### src/include/dex_regs.svh
// Purpose: register offsets, field positions and opcode patterns
// Assumes: byte addresses on a 32-bit classic bus
// Notes:   definitions only
`ifndef DEX_REGS_SVH
`define DEX_REGS_SVH

`define DEX_ADR_INSTR     12'h000
`define DEX_ADR_WORK      12'h004
`define DEX_ADR_STATUS    12'h008
`define DEX_MEM_SEL       2'h1
`define DEX_ADR_HI        11
`define DEX_ADR_MID       10
`define DEX_ADR_WORD_HI   9
`define DEX_ADR_WORD_LO   2

`define DEX_ST_CARRY      0
`define DEX_ST_DCARRY     1
`define DEX_ST_ZERO       2
`define DEX_ST_OVFL       3
`define DEX_ST_BUSY       4
`define DEX_ST_SKIP       5
`define DEX_ST_OTHER      6

`define DEX_OP_DEC        7'h03
`define DEX_OP_DSZ        7'h0B
`define DEX_OP_HI         15
`define DEX_OP_LO         9
`define DEX_OP_DEST       8

`define DEX_BYTE_ONE      8'h01
`define DEX_BYTE_ZERO     8'h00
`define DEX_NIB_ZERO      4'h0
`define DEX_BYTE_OVFL     8'h80
`define DEX_OPC_RESET     16'h0000
`define DEX_WORD_ZERO     32'h0000_0000
`define DEX_MEM_DEPTH     256

`endif

### src/include/dex_pkg.sv
// Purpose: shared types of the decrement execution block
// Assumes: one-hot sequencer encoding
// Notes:   constants live in dex_regs.svh
package dex_pkg;

  typedef enum logic [8:0] {
    DEX_IDLE = 9'b0_0000_0001,
    DEX_Q1   = 9'b0_0000_0010,
    DEX_Q2   = 9'b0_0000_0100,
    DEX_Q3   = 9'b0_0000_1000,
    DEX_Q4   = 9'b0_0001_0000,
    DEX_N1   = 9'b0_0010_0000,
    DEX_N2   = 9'b0_0100_0000,
    DEX_N3   = 9'b0_1000_0000,
    DEX_N4   = 9'b1_0000_0000
  } dex_state_t;

  typedef struct packed {
    logic ovfl;
    logic zero;
    logic dcarry;
    logic carry;
  } dex_flags_t;

endpackage

### src/include/dex_alu_if.sv
// Purpose: carries opcode and operand to the decode unit and back
// Assumes: purely combinational decode side
// Notes:   core drives opcode and operand
`timescale 1ns/10ps
interface dex_alu_if;
  logic [15:0]         opcode;
  logic [7:0]          operand;
  logic                is_dec;
  logic                is_dsz;
  logic                dest;
  logic [7:0]          addr;
  logic [7:0]          result;
  dex_pkg::dex_flags_t flags;

  modport core (output opcode, output operand, input is_dec, input is_dsz,
                input dest, input addr, input result, input flags);
  modport alu  (input opcode, input operand, output is_dec, output is_dsz,
                output dest, output addr, output result, output flags);
endinterface

### src/rtl/dex_exec.sv
// Purpose: executes the decrement and decrement-skip-if-zero opcodes
// Assumes: classic Wishbone slave, one clock, synchronous reset
// Notes:   data memory, working register and flags are held here
//
// Decided for this implementation: the register offsets and the Wishbone interface to the registers.
`timescale 1ns/10ps
`include "dex_regs.svh"
module dex_exec #(
  parameter int MEM_DEPTH = `DEX_MEM_DEPTH
) (
  input  wire logic        clk_i,
  input  wire logic        rst_i,
  input  wire logic        wb_cyc_i,
  input  wire logic        wb_stb_i,
  input  wire logic        wb_we_i,
  input  wire logic [11:0] wb_adr_i,
  input  wire logic [3:0]  wb_sel_i,
  input  wire logic [31:0] wb_dat_i,
  output logic      [31:0] wb_dat_o,
  output logic             wb_ack_o,
  output logic             busy_o,
  output logic             skip_o
);
  // the 8-bit address field reaches exactly 256 bytes
  if (MEM_DEPTH != `DEX_MEM_DEPTH) begin : g_chk
    $error("dex_exec: MEM_DEPTH must be 256");
  end

  dex_alu_if alu_bus ();
  dex_alu u_alu (
    .bus (alu_bus)
  );

  logic [7:0]          mem_reg [MEM_DEPTH];
  dex_pkg::dex_state_t state_reg;
  dex_pkg::dex_state_t state_next;
  logic [15:0]         opc_reg;
  logic [7:0]          work_reg;
  dex_pkg::dex_flags_t flags_reg;
  logic                is_dec_reg;
  logic                is_dsz_reg;
  logic                dest_reg;
  logic [7:0]          addr_reg;
  logic [7:0]          operand_reg;
  logic [7:0]          result_reg;
  dex_pkg::dex_flags_t calc_reg;
  logic                skip_reg;
  logic                other_reg;
  logic                req;
  logic                wr_ok;
  logic                sel_lo;
  logic                hit_mem;
  logic [7:0]          mem_idx;

  assign alu_bus.opcode  = opc_reg;
  assign alu_bus.operand = operand_reg;

  // a request is taken once; ack drops in the cycle after it was given
  assign req     = wb_cyc_i && wb_stb_i && !wb_ack_o;
  // software writes to core state are ignored while an opcode runs
  assign wr_ok   = req && wb_we_i && (state_reg == dex_pkg::DEX_IDLE);
  assign sel_lo  = wb_sel_i[0];
  assign hit_mem = wb_adr_i[`DEX_ADR_HI:`DEX_ADR_MID] == `DEX_MEM_SEL;
  assign mem_idx = wb_adr_i[`DEX_ADR_WORD_HI:`DEX_ADR_WORD_LO];

  always_comb begin
    state_next = state_reg;
    case (state_reg)
      dex_pkg::DEX_IDLE: begin
        if (wr_ok && sel_lo && wb_adr_i == `DEX_ADR_INSTR) begin
          state_next = dex_pkg::DEX_Q1;
        end
      end
      dex_pkg::DEX_Q1: state_next = dex_pkg::DEX_Q2;
      dex_pkg::DEX_Q2: state_next = dex_pkg::DEX_Q3;
      dex_pkg::DEX_Q3: state_next = dex_pkg::DEX_Q4;
      dex_pkg::DEX_Q4: begin
        if (skip_reg) begin
          state_next = dex_pkg::DEX_N1;
        end else begin
          state_next = dex_pkg::DEX_IDLE;
        end
      end
      dex_pkg::DEX_N1: state_next = dex_pkg::DEX_N2;
      dex_pkg::DEX_N2: state_next = dex_pkg::DEX_N3;
      dex_pkg::DEX_N3: state_next = dex_pkg::DEX_N4;
      dex_pkg::DEX_N4: state_next = dex_pkg::DEX_IDLE;
      default:         state_next = dex_pkg::DEX_IDLE;
    endcase
  end

  always_ff @(posedge clk_i) begin
    if (rst_i) begin
      state_reg <= dex_pkg::DEX_IDLE;
    end else begin
      state_reg <= state_next;
    end
  end

  // opcode register, loaded by software; bytes 0 and 1 of the word
  always_ff @(posedge clk_i) begin
    if (rst_i) begin
      opc_reg <= `DEX_OPC_RESET;
    end else if (wr_ok && wb_adr_i == `DEX_ADR_INSTR) begin
      if (wb_sel_i[0]) begin
        opc_reg[7:0] <= wb_dat_i[7:0];
      end
      if (wb_sel_i[1]) begin
        opc_reg[15:8] <= wb_dat_i[15:8];
      end
    end
  end

  // phase one: latch decode
  always_ff @(posedge clk_i) begin
    if (rst_i) begin
      is_dec_reg <= 1'b0;
      is_dsz_reg <= 1'b0;
      dest_reg   <= 1'b0;
      addr_reg   <= `DEX_BYTE_ZERO;
      other_reg  <= 1'b0;
    end else if (state_reg == dex_pkg::DEX_Q1) begin
      is_dec_reg <= alu_bus.is_dec;
      is_dsz_reg <= alu_bus.is_dsz;
      dest_reg   <= alu_bus.dest;
      addr_reg   <= alu_bus.addr;
      other_reg  <= !(alu_bus.is_dec || alu_bus.is_dsz);
    end
  end

  // phase two: read source; phase three: compute and decide skip
  always_ff @(posedge clk_i) begin
    if (rst_i) begin
      operand_reg <= `DEX_BYTE_ZERO;
      result_reg  <= `DEX_BYTE_ZERO;
      calc_reg    <= '0;
      skip_reg    <= 1'b0;
    end else if (state_reg == dex_pkg::DEX_Q2) begin
      operand_reg <= mem_reg[addr_reg];
      skip_reg    <= 1'b0;
    end else if (state_reg == dex_pkg::DEX_Q3) begin
      result_reg <= alu_bus.result;
      calc_reg   <= alu_bus.flags;
      skip_reg   <= is_dsz_reg && alu_bus.flags.zero;
    end
  end

  // phase four: working register destination
  always_ff @(posedge clk_i) begin
    if (rst_i) begin
      work_reg <= `DEX_BYTE_ZERO;
    end else if (state_reg == dex_pkg::DEX_Q4) begin
      if ((is_dec_reg || is_dsz_reg) && !dest_reg) begin
        work_reg <= result_reg;
      end
    end else if (wr_ok && sel_lo && wb_adr_i == `DEX_ADR_WORK) begin
      work_reg <= wb_dat_i[7:0];
    end
  end

  // only the plain decrement touches the four arithmetic flags
  always_ff @(posedge clk_i) begin
    if (rst_i) begin
      flags_reg <= '0;
    end else if (state_reg == dex_pkg::DEX_Q4) begin
      if (is_dec_reg) begin
        flags_reg <= calc_reg;
      end
      // the skip variant falls through and keeps the flags
    end else if (wr_ok && sel_lo && wb_adr_i == `DEX_ADR_STATUS) begin
      flags_reg.carry  <= wb_dat_i[`DEX_ST_CARRY];
      flags_reg.dcarry <= wb_dat_i[`DEX_ST_DCARRY];
      flags_reg.zero   <= wb_dat_i[`DEX_ST_ZERO];
      flags_reg.ovfl   <= wb_dat_i[`DEX_ST_OVFL];
    end
  end

  // data memory, no reset: contents are undefined until written
  always_ff @(posedge clk_i) begin
    if (state_reg == dex_pkg::DEX_Q4) begin
      if ((is_dec_reg || is_dsz_reg) && dest_reg) begin
        mem_reg[addr_reg] <= result_reg;
      end
    end else if (wr_ok && sel_lo && hit_mem) begin
      mem_reg[mem_idx] <= wb_dat_i[7:0];
    end
  end

  always_ff @(posedge clk_i) begin
    if (rst_i) begin
      wb_ack_o <= 1'b0;
    end else begin
      wb_ack_o <= req;
    end
  end

  // unmapped addresses answer with zero
  always_ff @(posedge clk_i) begin
    if (rst_i) begin
      wb_dat_o <= `DEX_WORD_ZERO;
    end else if (req) begin
      wb_dat_o <= `DEX_WORD_ZERO;
      if (wb_adr_i == `DEX_ADR_INSTR) begin
        wb_dat_o[15:0] <= opc_reg;
      end else if (wb_adr_i == `DEX_ADR_WORK) begin
        wb_dat_o[7:0] <= work_reg;
      end else if (wb_adr_i == `DEX_ADR_STATUS) begin
        wb_dat_o[`DEX_ST_CARRY]  <= flags_reg.carry;
        wb_dat_o[`DEX_ST_DCARRY] <= flags_reg.dcarry;
        wb_dat_o[`DEX_ST_ZERO]   <= flags_reg.zero;
        wb_dat_o[`DEX_ST_OVFL]   <= flags_reg.ovfl;
        wb_dat_o[`DEX_ST_BUSY]   <= state_reg != dex_pkg::DEX_IDLE;
        wb_dat_o[`DEX_ST_SKIP]   <= skip_reg;
        wb_dat_o[`DEX_ST_OTHER]  <= other_reg;
      end else if (hit_mem) begin
        wb_dat_o[7:0] <= mem_reg[mem_idx];
      end
    end
  end

  always_ff @(posedge clk_i) begin
    if (rst_i) begin
      busy_o <= 1'b0;
      skip_o <= 1'b0;
    end else begin
      busy_o <= state_next != dex_pkg::DEX_IDLE;
      skip_o <= state_next == dex_pkg::DEX_N1 ||
                state_next == dex_pkg::DEX_N2 ||
                state_next == dex_pkg::DEX_N3 ||
                state_next == dex_pkg::DEX_N4;
    end
  end
endmodule

### src/rtl/dex_alu.sv
// Purpose: decodes the two decrement opcodes and forms result and flags
// Assumes: operand is the byte read from the addressed register
// Notes:   combinational only
`timescale 1ns/10ps
`include "dex_regs.svh"
module dex_alu (
  dex_alu_if.alu bus
);
  always_comb begin
    bus.is_dec = bus.opcode[`DEX_OP_HI:`DEX_OP_LO] == `DEX_OP_DEC;
    bus.is_dsz = bus.opcode[`DEX_OP_HI:`DEX_OP_LO] == `DEX_OP_DSZ;
    bus.dest   = bus.opcode[`DEX_OP_DEST];
    bus.addr   = bus.opcode[7:0];
    bus.result = bus.operand - `DEX_BYTE_ONE;
    // borrow only when the minuend field is zero
    bus.flags.carry  = bus.operand != `DEX_BYTE_ZERO;
    bus.flags.dcarry = bus.operand[3:0] != `DEX_NIB_ZERO;
    bus.flags.ovfl   = bus.operand == `DEX_BYTE_OVFL;
    bus.flags.zero   = bus.result == `DEX_BYTE_ZERO;
  end
endmodule

### config.mk
export PLATFORM = sky130hd
export DESIGN_NAME = dex_exec
export DESIGN_NICKNAME = d
export VERILOG_FILES = /design/src/include/dex_pkg.sv /design/src/include/dex_alu_if.sv /design/src/rtl/dex_exec.sv /design/src/rtl/dex_alu.sv
export VERILOG_INCLUDE_DIRS = /design/src /design/src/include
export SDC_FILE = /design/constraint.sdc
export NUM_CORES = 2
export LEC_CHECK = 0
export ABC_AREA = 0
export ABC_CLOCK_PERIOD_IN_PS = 5700
export BUFFER_PORTS_ARGS = -buffer_cell sky130_fd_sc_hd__buf_2
export CAP_MARGIN = 10
export CORE_MARGIN = 5
export CORE_UTILIZATION = 30
export CTS_BUF_LIST = sky130_fd_sc_hd__clkbuf_4
export DETAILED_ROUTE_END_ITERATION = 8
export GPL_TIMING_DRIVEN = 0
export SYNTH_ARGS = -nofsm -noshare
export SYNTH_HDL_FRONTEND = slang
export SYNTH_SLANG_ARGS = --single-unit
export TNS_END_PERCENT = 5
### constraint.sdc
create_clock -name clk_i -period 5.7 [get_ports clk_i]
set_input_delay 1.14 -clock clk_i [delete_from_list [all_inputs] [get_ports clk_i]]
set_output_delay 1.14 -clock clk_i [all_outputs]
set_load 0.005 [all_outputs]
==> out/results.ini <==
[status]
status = finished, violations left
violations = max-capacitance violations, max-slew violations, negative setup slack

[clocking]
cts_buffer_depth = 4
cts_tree = built
cts-root-buf = clkbuf_4
clk_pin_slew_ns = 0.07
htree_levels = 6
postCtsSetupRepairBufs = 0
clk_latency_ns = 1.70
clock-sinks = 2137
cts_made_buffers = 593

[placement]
placed_area_um2 = 106800
portBuffers = 46
dp_worst_setup_slack_ns = -2.441
dp.cells = 9858
gp_congestion = 1.079
place_hpwl_um = 380800

[floorplan]
io_pins = 88
fp.dieW_um = 585.8
die_area_um2 = 343200
die_height_um = 585.8
initial_core_util_pct = 30.12
core_area_um2 = 330300
fp-row-count = 211

[global_route]
grt_pass1_vias = 67220
grt_usage_pct = 30.87
grt_pass1_wl_um = 685100
grt_max_degree = 137
grt_antenna_before_repair = 75
grt_overflow = 0

[sta]
period_share_pct = 110.0
period_minus_slack_ns = 6.270
setup_viol_count_final = 685
worst_slack_ns = -0.5697
worstMarginPinSlew_ns = 1.524
hold_viol = 0
whs_ns = 0.2382
fmaxAchievable_mhz = 159.5
relSlewSlack_pct = -1.954
slew_violations = 6
clock_skew_ns = 0.1422
tns_ns = -149.43
rsz0062_at_grt = true

[critical_path]
worstPathArrival_ns = 7.67
worstSetupPathType = primary input to flip-flop
endpoint_kind = flip-flop
cp.required_ns = 7.10
critPathSlowestCell = buf_2
cp-endpoint = wb_dat_o[6]
r2r-start = addr_reg[1]
reg2reg_slack_ns = -0.52
startpoint_type = primary input
r2r-end = alu_bus.operand[4]
cpMostUsedCell = buf_2
reg2regPathDepth = 10
crit_chain = buf_2 > buf_2 > buf_2 > buf_2 > mux4_2 > mux2i_1 > o22ai_1 > nor3_1 > nor3_1 > a31oi_1 > o21ai_0
crit_start = wb_adr_i[3]
crit_fanout = 10
slowest_delay_ns = 1.14

[logic_synthesis]
yosysWarnings = 0
netlist_instances = 5362
avgSynthCellArea_um2 = 18.55
ys_seq_elements = 2137
synth_edf_count = 2048
synth_seq_area_share_pct = 63.62
dominantRegCellSynth = edfxtp_1
postSynth.asyncResetShare_pct = 0
yosysUniqueCellTypes = 84
synth_area_um2 = 99470

[pwr]
leakagePower_nw = 36.34
p_seq_share_pct = 50.0
combPwrFrac_pct = 6.8
p_int_mw = 24.73
peakVddDrop_mv = 0.2127
swShare_pct = 27.02
clockPowerShare_pct = 43.1
power.switching_mw = 9.155
p_per_area_nw_per_um2 = 294.7

[flow_run]
maxCapViolCount = 1

[layout]
final_area_um2 = 115000
fin_cells = 10990
largest_reg_flops = 2048
layout.nets = 6164
syn2layout_area_growth_pct = 15.59
layout-drive-gt1-share_pct = 37.45

[routing]
vias = 72870
ant_nets = 0
wl_um = 544700
drtIter0Drc = 14050
dr.pass1.iters = 9
wire_per_inst_um = 49.59
drc_errors = 0
viasPerCell = 6.633

[hold_path]
hp-class = primary input to flip-flop

==> what timing repair did <==
| item | 4_1_cts | 5_1_grt |
|---|---|---|
| hold buffers | 19 | 0 |
| setup endpoints to repair | 485 | 483 |
| hold endpoints to repair | 43 | 0 |
| gates resized for setup | 34 | 24 |
==> cells in the final DEF, fill, tap and decap left out, types with 13 or more instances in the layout <==
cell type      instances
edfxtp_1            2048
mux4_2               997
clkbuf_4             866
nor2_1               327
a22oi_1              300
mux2i_1              249
a21oi_1              201
buf_2                182
nand2_1              165
clkbuf_1             150
clkinv_1              92
dfxtp_1               89
diode_2               74
clkbuf_2              56
buf_4                 52
buf_6                 45
o21ai_0               36
nor2_2                36
o22ai_1               32
o41ai_1               28
buf_1                 27
nand3_1               27
inv_6                 25
buf_16                25
a211oi_1              22
nor3_1                20
clkinv_2              19
dlygate4sd3_1         19
a31oi_1               18
buf_8                 18
conb_1                16
o221ai_1              15
mux2_2                15
buf_12                15
inv_1                 14
nor2b_1               13
==> cells by family (layout without fill, tap and decap cells) <==
family          after synthesis  after routing  share of synthesized area [%]
flops                      2137           2137                          63.62
mux                        1271           1271                          25.36
compound gates              776            776                          5.427
simple gates                695            695                          3.087
buf+inv                     475           1643                          2.433
xor+xnor                      5              5                        0.04402
fa+ha+maj                     2              2                        0.02515
other cells                   1             90                       0.003770
==> synth_stat cells, types with 36 or more instances <==
| cell | n | area (um^2) |
|---|---|---|
| dfxtp_1 | 89 | 1782 |
| a22oi_1 | 300 | 2252 |
| buf_1 | 39 | 146.4 |
| a21oi_1 | 208 | 1041 |
| o21ai_0 | 36 | 180.2 |
| nor2_1 | 366 | 1374 |
| nand2_1 | 166 | 623.1 |
| buf_4 | 44 | 330.3 |
| mux4_2 | 997 | 22450 |
| edfxtp_1 | 2048 | 61500 |
| clkbuf_1 | 208 | 780.8 |
| buf_2 | 125 | 625.6 |
| mux2i_1 | 251 | 2512 |
| buf_6 | 39 | 439.2 |
==> worst min-delay path by stage <==
stage | startpoint | endpoint | slack (ns) | cells past startpoint
floorplan | calc_reg[3] | calc_reg[3] | 0.43 | 2
global placement | calc_reg[1] | calc_reg[1] | 0.45 | 2
detailed placement | calc_reg[1] | calc_reg[1] | 0.46 | 2
CTS | wb_sel_i[1] | alu_bus.opcode[15] | 0.17 | 4
global route | wb_adr_i[11] | wb_dat_o[1] | 0.28 | 5
finish | wb_sel_i[1] | alu_bus.opcode[15] | 0.24 | 4
==> power by group through the flow <==
stage               combinational (mW)  sequential [mW]  clock [mW]
detailed placement                2.10             17.3           0
CTS                               2.12             17.0        14.5
finish                            2.32             17.0        14.6
global placement                  2.06             17.3           0
floorplan                        0.840             17.3           0
global route                      2.18             16.9        15.3
==> metal layers <==
layer | GRT usage [%] | share of wire, % | vias to the layer above
li1 | - | - | 24880
met1 | 35.65 | 33 | 37800
met2 | 41.54 | 40 | 8061
met3 | 16.62 | 17 | 2069
met4 | 26.16 | 10 | 56
met5 | 0 | 0.081 | -
==> metrics by stage <==
stage | util (%) | total power [mW]
6_report | 34.81 | 33.88
5_1_grt | 34.76 | 34.47
4_1_cts | 34.71 | 33.54
3_5_place_dp | 32.34 | 19.40
3_3_place_gp | 31.86 | 19.36
2_1_floorplan | - | 18.14
==> critical path: cells and delay by family <==
kind	cells	cell delay, ns
AO/OA/AOI/OAI	3	1.88
buffers and inverters	4	3.23
multiplexers	2	0.54
AND/OR/NAND/NOR	2	0.81
==> layout make-up <==
type | count | area [um^2]
fillers | 31190 | 215300
flip-flops and latches | 2137 | 63280
multi-input cells | 2765 | 34180
clock buffers | 862 | 6471
well taps | 4366 | 5463
plain buffers | 457 | 2460
repair buffers | 137 | 1782
clock inverters | 169 | 1081
diodes | 74 | 185.2
inverters | 18 | 67.56
No activity file was read; power rests on OpenSTA's default activity.
